## src/hw/dcc_pkg.sv

```systemverilog
package dcc_pkg;

  // Register byte offsets on the APB bus
  localparam logic [7:0] CTRL_OFF    = 8'h00;
  localparam logic [7:0] SRC_OFF     = 8'h04;
  localparam logic [7:0] DST_OFF     = 8'h08;
  localparam logic [7:0] CNT_OFF     = 8'h0c;
  localparam logic [7:0] STATUS_OFF  = 8'h10;
  localparam logic [7:0] TRIG_OFF    = 8'h14;

  // Channel control field positions
  localparam int CH_EN_BIT    = 0;
  localparam int SIZE_BIT     = 1;
  localparam int TRM_LSB      = 2;
  localparam int DAM_LSB      = 4;
  localparam int SAM_LSB      = 6;
  localparam int SWREQ_BIT    = 8;
  localparam int RELOAD_BIT   = 9;
  localparam int NULL_WRITE_MODE_BIT    = 10;
  localparam logic [15:0] CTRL_WMASK = 16'h07ff;
  localparam logic [15:0] CTRL_RESET = 16'h0000;
  localparam logic [15:0] ADDR_RESET = 16'h0000;
  localparam logic [15:0] CNT_RESET  = 16'h0000;

  // Address update modes
  typedef enum logic [1:0] {
    AM_FIXED = 2'b00,
    AM_INC   = 2'b01,
    AM_DEC   = 2'b10,
    AM_PIA   = 2'b11
  } dcc_amode_t;

  // Transfer modes
  typedef enum logic [1:0] {
    TM_ONESHOT    = 2'b00,
    TM_REP_ONE    = 2'b01,
    TM_CONT       = 2'b10,
    TM_REP_CONT   = 2'b11
  } dcc_tmode_t;

  // Decoded control fields
  typedef struct packed {
    logic       null_write_mode;
    logic       reload;
    logic       software_request;
    dcc_amode_t source_address_mode;
    dcc_amode_t destination_address_mode;
    dcc_tmode_t transfer_mode;
    logic       byte_size;
    logic       channel_enable;
  } dcc_ctrl_t;

  // Data-side memory request
  typedef struct packed {
    logic        valid;
    logic        write;
    logic        byte_size;
    logic        indirect;
    logic [15:0] addr;
    logic [15:0] wdata;
  } dcc_mreq_t;

  // Engine states
  typedef enum logic [2:0] {
    ST_IDLE  = 3'b000,
    ST_READ  = 3'b001,
    ST_WRITE = 3'b010,
    ST_NULL_WRITE_MODE = 3'b011,
    ST_STEP  = 3'b100
  } dcc_state_t;

endpackage

```

## src/hw/dcc_channel.sv

```systemverilog
`timescale 1ns/1ps
`default_nettype none

module dcc_channel (
  input  wire logic              pclk,
  input  wire logic              presetn,
  input  wire logic              psel,
  input  wire logic              penable,
  input  wire logic              pwrite,
  input  wire logic [7:0]        paddr,
  input  wire logic [31:0]       pwdata,
  output logic [31:0]            prdata,
  output logic                   pready,
  output logic                   pslverr,
  input  wire logic              periph_trigger,
  output dcc_pkg::dcc_mreq_t     mem_req,
  input  wire logic              mem_ack,
  input  wire logic [15:0]       mem_rdata,
  output logic                   channel_busy
);
  import dcc_pkg::*;

  logic [15:0] ctrl_q, ctrl_d;
  logic [15:0] src_q, src_d;
  logic [15:0] dst_q, dst_d;
  logic [15:0] cnt_q, cnt_d;
  logic [15:0] orig_cnt_q, orig_cnt_d;
  logic [15:0] data_q, data_d;
  logic        pend_q, pend_d;
  logic        done_q, done_d;
  logic        trig_s1_q, trig_s2_q, trig_s3_q;
  logic [31:0] prdata_q, prdata_d;
  dcc_state_t  state_q, state_d;
  dcc_mreq_t   mreq_q, mreq_d;
  dcc_ctrl_t   cf;
  logic        wr_en, rd_en, addr_ok, trig_edge, start_op;
  logic        done_set;

  // Signed step for a mode and size; indirect mode holds the address
  function automatic logic [15:0] step_addr(input logic [15:0] a, input logic [1:0] m,
                                            input logic byte_sz);
    logic [15:0] inc;
    inc = byte_sz ? 16'h0001 : 16'h0002;
    case (m)
      AM_INC:  step_addr = a + inc;
      AM_DEC:  step_addr = a - inc;
      default: step_addr = a;
    endcase
  endfunction

  // Undo the walk of a finished operation from the stored count
  function automatic logic [15:0] rewind(input logic [15:0] a, input logic [1:0] m,
                                         input logic byte_sz, input logic [15:0] n);
    logic [15:0] span;
    span = byte_sz ? n : {n[14:0], 1'b0};
    case (m)
      AM_INC:  rewind = a - span;
      AM_DEC:  rewind = a + span;
      default: rewind = a;
    endcase
  endfunction

  assign cf = dcc_ctrl_t'(ctrl_q[10:0]);
  assign pready = 1'b1;
  assign addr_ok = (paddr == CTRL_OFF) || (paddr == SRC_OFF) || (paddr == DST_OFF) ||
                   (paddr == CNT_OFF) || (paddr == STATUS_OFF) || (paddr == TRIG_OFF);
  assign pslverr = psel && penable && !addr_ok;
  assign wr_en = psel && penable && pwrite && addr_ok;
  assign rd_en = psel && !penable && !pwrite;
  assign prdata = prdata_q;
  assign mem_req = mreq_q;
  assign channel_busy = (state_q != ST_IDLE);
  assign trig_edge = trig_s2_q && !trig_s3_q;
  // Requests only count while enabled
  assign start_op = cf.channel_enable && (cf.software_request || pend_q);
  // Last transfer of an operation; used so completion beats a same-cycle clear
  assign done_set = (state_q == ST_STEP) && (cnt_q == 16'h0001);

  // Trigger pin synchroniser plus edge stage
  always_ff @(posedge pclk or negedge presetn) begin
    if (!presetn) begin
      trig_s1_q <= 1'b0;
      trig_s2_q <= 1'b0;
      trig_s3_q <= 1'b0;
    end else begin
      trig_s1_q <= periph_trigger;
      trig_s2_q <= trig_s1_q;
      trig_s3_q <= trig_s2_q;
    end
  end

  // Read data prepared in setup so it stands during access
  // Captured one cycle early, so the slave never needs a wait state
  always_comb begin
    prdata_d = prdata_q;
    if (rd_en) begin
      case (paddr)
        CTRL_OFF:   prdata_d = {16'h0000, ctrl_q & CTRL_WMASK};
        SRC_OFF:    prdata_d = {16'h0000, src_q};
        DST_OFF:    prdata_d = {16'h0000, dst_q};
        CNT_OFF:    prdata_d = {16'h0000, cnt_q};
        STATUS_OFF: prdata_d = {28'h0000000, done_q, pend_q, channel_busy, cf.channel_enable};
        default:    prdata_d = 32'h00000000;
      endcase
    end
  end

  // Read data register
  // Holds between reads, so a refused write may show stale read data
  always_ff @(posedge pclk or negedge presetn) begin
    if (!presetn) begin
      prdata_q <= 32'h00000000;
    end else begin
      prdata_q <= prdata_d;
    end
  end

  // Register file and transfer engine next state
  always_comb begin
    ctrl_d     = ctrl_q;
    src_d      = src_q;
    dst_d      = dst_q;
    cnt_d      = cnt_q;
    orig_cnt_d = orig_cnt_q;
    data_d     = data_q;
    pend_d     = pend_q;
    done_d     = done_q;
    state_d    = state_q;
    mreq_d     = mreq_q;

    // Beat order: read source, write destination, optional dummy write, step
    // Addresses and count move only in the step cycle, never mid-beat
    case (state_q)
      ST_IDLE: begin
        if (start_op && cnt_q != 16'h0000) begin
          pend_d  = 1'b0;
          done_d  = 1'b0;
          mreq_d  = '{valid: 1'b1, write: 1'b0, byte_size: cf.byte_size,
                      indirect: (cf.source_address_mode == AM_PIA), addr: src_q,
                      wdata: 16'h0000};
          state_d = ST_READ;
        end
      end
      ST_READ: begin
        if (mem_ack) begin
          data_d  = mem_rdata;
          mreq_d  = '{valid: 1'b1, write: 1'b1, byte_size: cf.byte_size,
                      indirect: (cf.destination_address_mode == AM_PIA), addr: dst_q,
                      wdata: mem_rdata};
          state_d = ST_WRITE;
        end
      end
      ST_WRITE: begin
        if (mem_ack) begin
          if (cf.null_write_mode) begin
            // Dummy write back to the source location
            mreq_d  = '{valid: 1'b1, write: 1'b1, byte_size: cf.byte_size,
                        indirect: (cf.source_address_mode == AM_PIA), addr: src_q,
                        wdata: data_q};
            state_d = ST_NULL_WRITE_MODE;
          end else begin
            mreq_d.valid = 1'b0;
            state_d = ST_STEP;
          end
        end
      end
      ST_NULL_WRITE_MODE: begin
        if (mem_ack) begin
          mreq_d.valid = 1'b0;
          state_d = ST_STEP;
        end
      end
      ST_STEP: begin
        src_d = step_addr(src_q, cf.source_address_mode, cf.byte_size);
        dst_d = step_addr(dst_q, cf.destination_address_mode, cf.byte_size);
        cnt_d = cnt_q - 16'h0001;
        state_d = ST_IDLE;
        if (cnt_q == 16'h0001) begin
          // Operation complete: release request, rearm as configured
          done_d = 1'b1;
          ctrl_d[SWREQ_BIT] = 1'b0;
          if (cf.reload) begin
            src_d = rewind(src_d, cf.source_address_mode, cf.byte_size, orig_cnt_q);
            dst_d = rewind(dst_d, cf.destination_address_mode, cf.byte_size, orig_cnt_q);
          end
          if (cf.reload || cf.transfer_mode[0]) begin
            cnt_d = orig_cnt_q;
          end
          // TM_ONESHOT alone disables after one operation; TM_REP_ONE stays enabled
          if (!cf.transfer_mode[1] && !cf.transfer_mode[0]) begin
            ctrl_d[CH_EN_BIT] = 1'b0;
          end
        end else if (cf.transfer_mode[1]) begin
          // Continuous modes run on without a fresh request
          state_d = ST_IDLE;
          pend_d  = 1'b1;
        end else begin
          // One-shot modes: one transfer per software request
          ctrl_d[SWREQ_BIT] = 1'b0;
        end
      end
      default: state_d = ST_IDLE;
    endcase

    // Peripheral trigger latched only while enabled
    // After the engine so an edge in the start cycle is not swallowed
    if (trig_edge && cf.channel_enable) begin
      pend_d = 1'b1;
    end

    // Software writes; hardware clear of the request bit loses to a new set
    if (wr_en) begin
      case (paddr)
        CTRL_OFF: ctrl_d = pwdata[15:0] & CTRL_WMASK;
        SRC_OFF:  src_d  = pwdata[15:0];
        DST_OFF:  dst_d  = pwdata[15:0];
        CNT_OFF: begin
          cnt_d      = pwdata[15:0];
          orig_cnt_d = pwdata[15:0];
        end
        STATUS_OFF: done_d = done_d && (done_set || !pwdata[3]); // Set beats clear
        TRIG_OFF:   pend_d = pend_d || pwdata[0];
        default: ;
      endcase
    end
  end

  // Register stage
  always_ff @(posedge pclk or negedge presetn) begin
    if (!presetn) begin
      ctrl_q     <= CTRL_RESET;
      src_q      <= ADDR_RESET;
      dst_q      <= ADDR_RESET;
      cnt_q      <= CNT_RESET;
      orig_cnt_q <= CNT_RESET;
      data_q     <= 16'h0000;
      pend_q     <= 1'b0;
      done_q     <= 1'b0;
      state_q    <= ST_IDLE;
      mreq_q     <= '0;
    end else begin
      ctrl_q     <= ctrl_d;
      src_q      <= src_d;
      dst_q      <= dst_d;
      cnt_q      <= cnt_d;
      orig_cnt_q <= orig_cnt_d;
      data_q     <= data_d;
      pend_q     <= pend_d;
      done_q     <= done_d;
      state_q    <= state_d;
      mreq_q     <= mreq_d;
    end
  end

endmodule

`default_nettype wire

```

## config.mk

```make
export PLATFORM = sky130hd
export DESIGN_NAME = dcc_channel
export DESIGN_NICKNAME = d
export VERILOG_FILES = /design/src/hw/dcc_pkg.sv /design/src/hw/dcc_channel.sv
export SDC_FILE = /design/constraint.sdc
export NUM_CORES = 1
export LEC_CHECK = 0
export BUFFER_PORTS_ARGS = -buffer_cell sky130_fd_sc_hd__buf_2
export CAP_MARGIN = 10
export CELL_PAD_IN_SITES_DETAIL_PLACEMENT = 1
export CELL_PAD_IN_SITES_GLOBAL_PLACEMENT = 1
export CORE_ASPECT_RATIO = 2
export CORE_MARGIN = 5
export CORE_UTILIZATION = 46
export CTS_BUF_LIST = sky130_fd_sc_hd__clkbuf_4
export CTS_CLUSTER_SIZE = 25
export DETAILED_ROUTE_END_ITERATION = 16
export HOLD_SLACK_MARGIN = 0.12
export MAX_ROUTING_LAYER = met4
export PLACE_DENSITY_LB_ADDON = 0.1
export SYNTH_ARGS = -nofsm -noshare
export SYNTH_HDL_FRONTEND = slang
export SYNTH_SLANG_ARGS = --single-unit
```

## constraint.sdc

```tcl
create_clock -name pclk -period 6.6 [get_ports pclk]
set_input_delay 1.32 -clock pclk [delete_from_list [all_inputs] [get_ports pclk]]
set_output_delay 1.32 -clock pclk [all_outputs]
set_load 0.01 [all_outputs]
```

## Word level (Yosys, flattened, before mapping)

Cells that the tools add are included.

| storage, ports and cells | value |
|---|---|
| output and inout port bits | 71 |
| logic and storage cells | 149 |
| input port bits | 63 |
| register bits after elaboration | 167 |

| cells by class | value |
|---|---|
| add/subtract/negate cells | 9 |
| reduce and logical (&&, ||, !) cells | 41 |
| multiplexer cells | 58 |
| eq/ne operators | 21 |

Operators by type and width:

| operator | number |
|---|---|
| $mux 16 | 18 |
| $pmux 16 s2 | 4 |
| $mux 36 | 3 |
| $pmux 35 s3 | 1 |
| $pmux 16 s5 | 1 |
| $add 16x16->16 | 3 |
| $sub 16x16->16 | 3 |
| $mux 35 | 1 |
| $mux 1 | 18 |
| $mux 9 | 2 |
| $add 16x2->16 | 1 |
| $eq 16x1->1 const B | 1 |
| $eq 8x4->1 const B | 2 |
| $eq 8x5->1 const B | 2 |
| $reduce_bool 16->1 | 1 |
| $sub 16x1->16 const B | 1 |
| $sub 16x2->16 | 1 |
| $mux 3 | 5 |
| $logic_and 1x1->1 | 13 |
| $pmux 3 s4 | 1 |
| $ne 2x2->1 const B | 5 |
| $reduce_and 5->1 | 2 |
| $logic_or 1x1->1 | 9 |
| $eq 2x2->1 const B | 4 |
| 15 further kinds | 27 |

## Logic depth before layout (Yosys ltp)

| logic depth | value |
|---|---|
| depth after elaboration | 11 |
| mapped depth | 25 |
| mapped depth without buffers | 23 |

## Least setup slack after synthesis

No wires, ideal clock.

| timing | value |
|---|---|
| kind | reg2reg |
| start point | register ctrl_q[1] |
| end point | register dst_q[15] |
| buffers on the path | 4 |
| path slack | 1291 ps |
| clock period less this slack | 5309 ps |
| setup time | 122 ps |
| required time | 6478 ps |
| arrival | 5187 ps |
| cell stages (with the launch flop) | 24 |
| cell sequence | dfrtp_1 -> buf_4 -> clkbuf_1 -> clkbuf_1 -> buf_1 -> nand2_1 -> fa_1 -> or3_1 -> a21o_1 -> a21oi_1 -> a311oi_1 -> mux2i_1 -> nor2_1 -> xnor2_1 -> ha_1 -> a2111oi_0 -> o21ai_1 -> a41oi_1 -> o211ai_1 -> o31ai_1 -> mux2i_1 -> nand3_1 -> a21bo_2 -> nor3_1 |

| on the way | value |
|---|---|
| cells in the longest elaborated chain, start to end | 11 |
| elaborated cells on any way between the ends | 14 |
| those cells by class | 4 x add/sub; 10 x mux |

RTL lines:

| element | RTL line | source |
|---|---|---|
| start: declaration | dcc_channel.sv:23 | `logic [15:0] ctrl_q, ctrl_d;` |
| start signal: assignment | dcc_channel.sv:242 | `ctrl_q <= ctrl_d;` |
| $mux 2 | dcc_channel.sv:43 | `inc = byte_sz ? 16'h0001 : 16'h0002;` |
| $sub 16x2->16 or $add 16x2->16 (tied branches) | dcc_channel.sv:46, dcc_channel.sv:45 |  |
| $pmux 16 s2 | dcc_channel.sv:44 | `case (m)` |
| $mux 16 | dcc_channel.sv:133 | `case (state_q)` |
| $add 16x16->16 or $sub 16x16->16 (tied branches) | dcc_channel.sv:58, dcc_channel.sv:57 |  |
| $pmux 16 s2 | dcc_channel.sv:56 | `case (m)` |
| $mux 16 | dcc_channel.sv:182 | `if (cf.reload) begin` |
| $mux 16 (*) | dcc_channel.sv:178 | `if (cnt_q == 16'h0001) begin` |
| $mux 16 (*) | dcc_channel.sv:133 |  |
| $mux 16 | dcc_channel.sv:213 | `case (paddr)` |
| $mux 16 (*) | dcc_channel.sv:212 | `if (wr_en) begin` |
| via dst_d[15] | dcc_channel.sv:25 | `logic [15:0] dst_q, dst_d;` |
| end signal: assignment | dcc_channel.sv:244 | `dst_q <= dst_d;` |
| end: declaration | dcc_channel.sv:25 |  |

Mark *: on every way through the listed nets, which the timed path passes. The rest lies on a longest branch. The select of a mux whose other input is x is not followed.
A chain may end at the register's enable or synchronous reset.

## Worst setup path after layout

| timing | value |
|---|---|
| start point | register dst_q[0] |
| end point | register dst_q[15] |

| on the way | value |
|---|---|
| cells in the longest elaborated chain, start to end | 10 |
| elaborated cells on any way between the ends | 12 |
| those cells by class | 4 x add/sub; 8 x mux |

RTL lines:

| element | RTL line |
|---|---|
| $sub 16x2->16 or $add 16x2->16 (tied branches) | dcc_channel.sv:46, dcc_channel.sv:45 |
| $pmux 16 s2 (*) | dcc_channel.sv:44 |
| $mux 16 (*) | dcc_channel.sv:133 |
| $add 16x16->16 or $sub 16x16->16 (tied branches) | dcc_channel.sv:58, dcc_channel.sv:57 |
| $pmux 16 s2 | dcc_channel.sv:56 |
| $mux 16 | dcc_channel.sv:182 |
| $mux 16 (*) | dcc_channel.sv:178 |
| $mux 16 (*) | dcc_channel.sv:133 |
| $mux 16 | dcc_channel.sv:213 |
| $mux 16 (*) | dcc_channel.sv:212 |
| via dst_d[15] | dcc_channel.sv:25 |

Marks and branches as above.

==> impl_metrics.json <==
{
  "gp_congestion": 0.914,
  "path_class": "flop to flop",
  "ios": 134,
  "synth_compound_area_share_pct": 28.1,
  "rsz0062_at_grt": "false",
  "synth.most_common_cell": "nor2_1",
  "postCtsHoldBufs": 0,
  "io_buffers": 100,
  "crit_arrival_ns": 6.18,
  "finalWorstSetupSlack_ns": 0.970,
  "hold_slack_ns": 0.390,
  "cts_max_level": 4,
  "vdd_ir_drop_max_v": 0.0000872,
  "startpoint_type": "flop",
  "syn_avg_cell_area_um2": 7.78,
  "synthMuxAreaShare_pct": 5.36,
  "worst-path-max-fanout": 5,
  "synthCells": 1600,
  "whs_path_depth": 0,
  "routedWlPerCell_um": 24.3,
  "yosys_warnings": 0,
  "synth_xor_area_share_pct": 4.92,
  "hp-start": "trig_s1_q$_DFF_PN0_",
  "ys_dominant_reg_cell": "dfrtp_1",
  "cts.repair.resized": 0,
  "die_w_um": 126,
  "core_um2": 26800,
  "synthesis.area_um2": 12400,
  "ys_seq_area_share_pct": 30.4,
  "power.leakage_uw": 0.00568,
  "r2r_cells": 20,
  "setup_violations": 0,
  "yosys-top-cells-area": "dfrtp_1, a21oi_1, nor2_1",
  "grt_max_degree": 75,
  "finalSetupTns_ns": 0,
  "powerDensity_nw_per_um2": 201,
  "cts_setup_buffers": 0,
  "nNetsFinal": 1729,
  "cts_tree": "built",
  "slew_violations": 0,
  "synthSimpleGateAreaFrac_pct": 19.7,
  "synth_edf_count": 0,
  "timing.rr.start": "dst_q[0]$_DFF_PN0_",
  "postSynthRegisterBits": 151,
  "max_freq_ghz": 0.178,
  "num_vias": 12600,
  "area_growth_pct": 7.29,
  "hold_class": "flop to flop",
  "grt-ovfl-total": 0,
  "relSlewSlack_pct": 22.6,
  "ys_top_cells_by_count": "nor2_1, a21oi_1, nand2_1",
  "fin_skew_ns": 0.0230,
  "post-route-drc-count": 0,
  "dpl.hpwl_mm": 37.6,
  "max_slew.worst_pin.slew_ns": 1.16,
  "dieArea_um2": 30600,
  "rows": 85,
  "drtAntennaViolNets": 0,
  "async_reset_ff_share_pct": 100,
  "drv_cap": 0,
  "clock-root-buffer": "clkbuf_4",
  "synth_top_family_by_area": "compound AO/OA/AOI/OAI gates",
  "first_iter_violations": 627,
  "pre_cts_ws_ns": 0.982,
  "reg2reg_slack_ns": 0.97,
  "grt_usage_pct": 31.7,
  "r2r_end": "dst_q[15]$_DFF_PN0_",
  "start_util_pct": 46.4,
  "antenna_found_initial": 1,
  "drtPass1Iterations": 5,
  "yosys.area.top_type": "dfrtp_1",
  "status": "finished, final reports clean",
  "min_period_over_period_pct": 85.3,
  "clk_path_buf_depth": 2,
  "synthDistinctLibCells": 91,
  "via_per_inst": 6.36,
  "clkLatencyLatePin_ns": 0.64,
  "required_ns": 7.15,
  "synth_top_cell_area_share_pct": 30.4,
  "path_clk_slew_ns": 0.16,
  "die_y_um": 243,
  "numClockSinks": 151,
  "min_period_ns": 5.63,
  "grt_pass1_vias": 13400,
  "hold_violations": 0,
  "wirelength_mm": 48.1,
  "end_kind": "flop",
  "drive_above_1_share_pct": 13.5,
  "cts-buffers-inserted": 17,
  "grt_pass1_wl_mm": 73.6,
  "synth_fa_ha_area_share_pct": 4.97,
  "hold-path-endpoint": "trig_s2_q$_DFF_PN0_"
}
power breakdown:
| group | internal, uW | total, uW | switching (uW) |
|---|---|---|---|
| logic | 338 | 847 | 509 |
| clock network | 197 | 608 | 410 |
| registers | 1080 | 1220 | 144 |
| total | 1620 | 2680 | 1060 |
sequential cells by signal, summed over array words and instances, names as in the netlist:
name        count
mem_req        36
cnt_q          16
data_q         16
dst_q          16
orig_cnt_q     16
prdata         16
src_q          16
ctrl_q         11
state_q         3
done_q          1
pend_q          1
trig_s1_q       1
trig_s2_q       1
trig_s3_q       1
cell type report:
type                       instances  area (um2)
clock inverter                    15         145
sequential                       151        3780
tap                              348         435
antenna                            1        2.50
clock buffer                      17         128
fill                            3424       13400
inverter                          52         195
timing repair buffer             128         717
multi-input combinational       1269        7950
cell families after synthesis:
| group | Yosys count |
|---|---|
| adder cells (fa/ha/maj) | 47 |
| buffers and inverters | 195 |
| flip-flops | 151 |
| XOR/XNOR | 69 |
| AO/OA/AOI/OAI | 549 |
| other | 2 |
| multiplexers | 63 |
| AND/OR/NAND/NOR | 524 |
worst max-delay path, cell delays in order, from the launching register on:
cell       delay [ns]
dfrtp_1          0.57
inv_1            0.08
ha_1             0.23
fa_1             0.47
or3_1            0.33
a21o_1           0.22
a21oi_1          0.14
a311oi_1         0.11
mux2i_1          0.32
nor2_1           0.09
xnor2_1          0.13
ha_1             0.36
a2111oi_0        0.47
o21ai_1          0.24
a41oi_1          0.52
o211ai_1         0.26
o31ai_1          0.30
mux2i_1          0.36
nand3_1          0.11
a21bo_2          0.20
nor3_1           0.04
worst max path at each step:
stage | startpoint | to | slack, ns | depth (start not counted)
2_1_floorplan | ctrl_q[1]$_DFFE_PN0P_ | dst_q[15]$_DFF_PN0_ | 1.29 | 23
3_3_place_gp | ctrl_q[1]$_DFFE_PN0P_ | dst_q[15]$_DFF_PN0_ | 1.13 | 18
3_5_place_dp | dst_q[0]$_DFF_PN0_ | dst_q[15]$_DFF_PN0_ | 0.98 | 20
4_1_cts | dst_q[0]$_DFF_PN0_ | dst_q[15]$_DFF_PN0_ | 0.96 | 20
5_1_grt | ctrl_q[4]$_DFFE_PN0P_ | dst_q[15]$_DFF_PN0_ | 0.57 | 21
6_report | dst_q[0]$_DFF_PN0_ | dst_q[15]$_DFF_PN0_ | 0.97 | 20
layout by cell type, fill, tap and decap left out, drive strengths merged, types with 8 or more instances in the layout:
| master | count |
|---|---|
| o22ai | 33 |
| a22oi | 25 |
| and2 | 10 |
| a211oi | 19 |
| nor2 | 179 |
| xor2 | 37 |
| xnor2 | 32 |
| or3 | 15 |
| buf | 128 |
| nand2 | 172 |
| o211ai | 14 |
| a21o | 24 |
| o31ai | 14 |
| nand3 | 20 |
| conb | 17 |
| mux2i | 34 |
| ha | 43 |
| o21ai | 113 |
| nor3 | 33 |
| a22o | 13 |
| dfrtp | 151 |
| nor3b | 16 |
| nor2b | 15 |
| a222oi | 8 |
| clkbuf | 17 |
| a21oi | 178 |
| inv | 58 |
| mux2 | 29 |
| a31oi | 25 |
| nand2b | 14 |
layer usage:
metal  global-route usage (%)  up-vias  part of all wire [%]
met3                     3.67      180                   4.4
met1                     30.9     6208                    35
li1                         -     5777                     -
met4                     20.5        0                   7.1
met5                        -        -                     0
met2                     58.2      436                    54
per-stage QoR:
step | cells | area, um2 | total power (uW) | util [%]
6_report | 1981 | 13400 | 2680 | 49.8
5_1_grt | 1981 | 13400 | 2840 | 49.8
4_1_cts | 1980 | 13300 | 2700 | 49.8
3_5_place_dp | 1948 | 13100 | 2100 | 48.8
3_3_place_gp | 1948 | 13100 | 2050 | 48.8
2_1_floorplan | 1615 | 12500 | 1750 | -
Power figures use the tool's default switching activity.
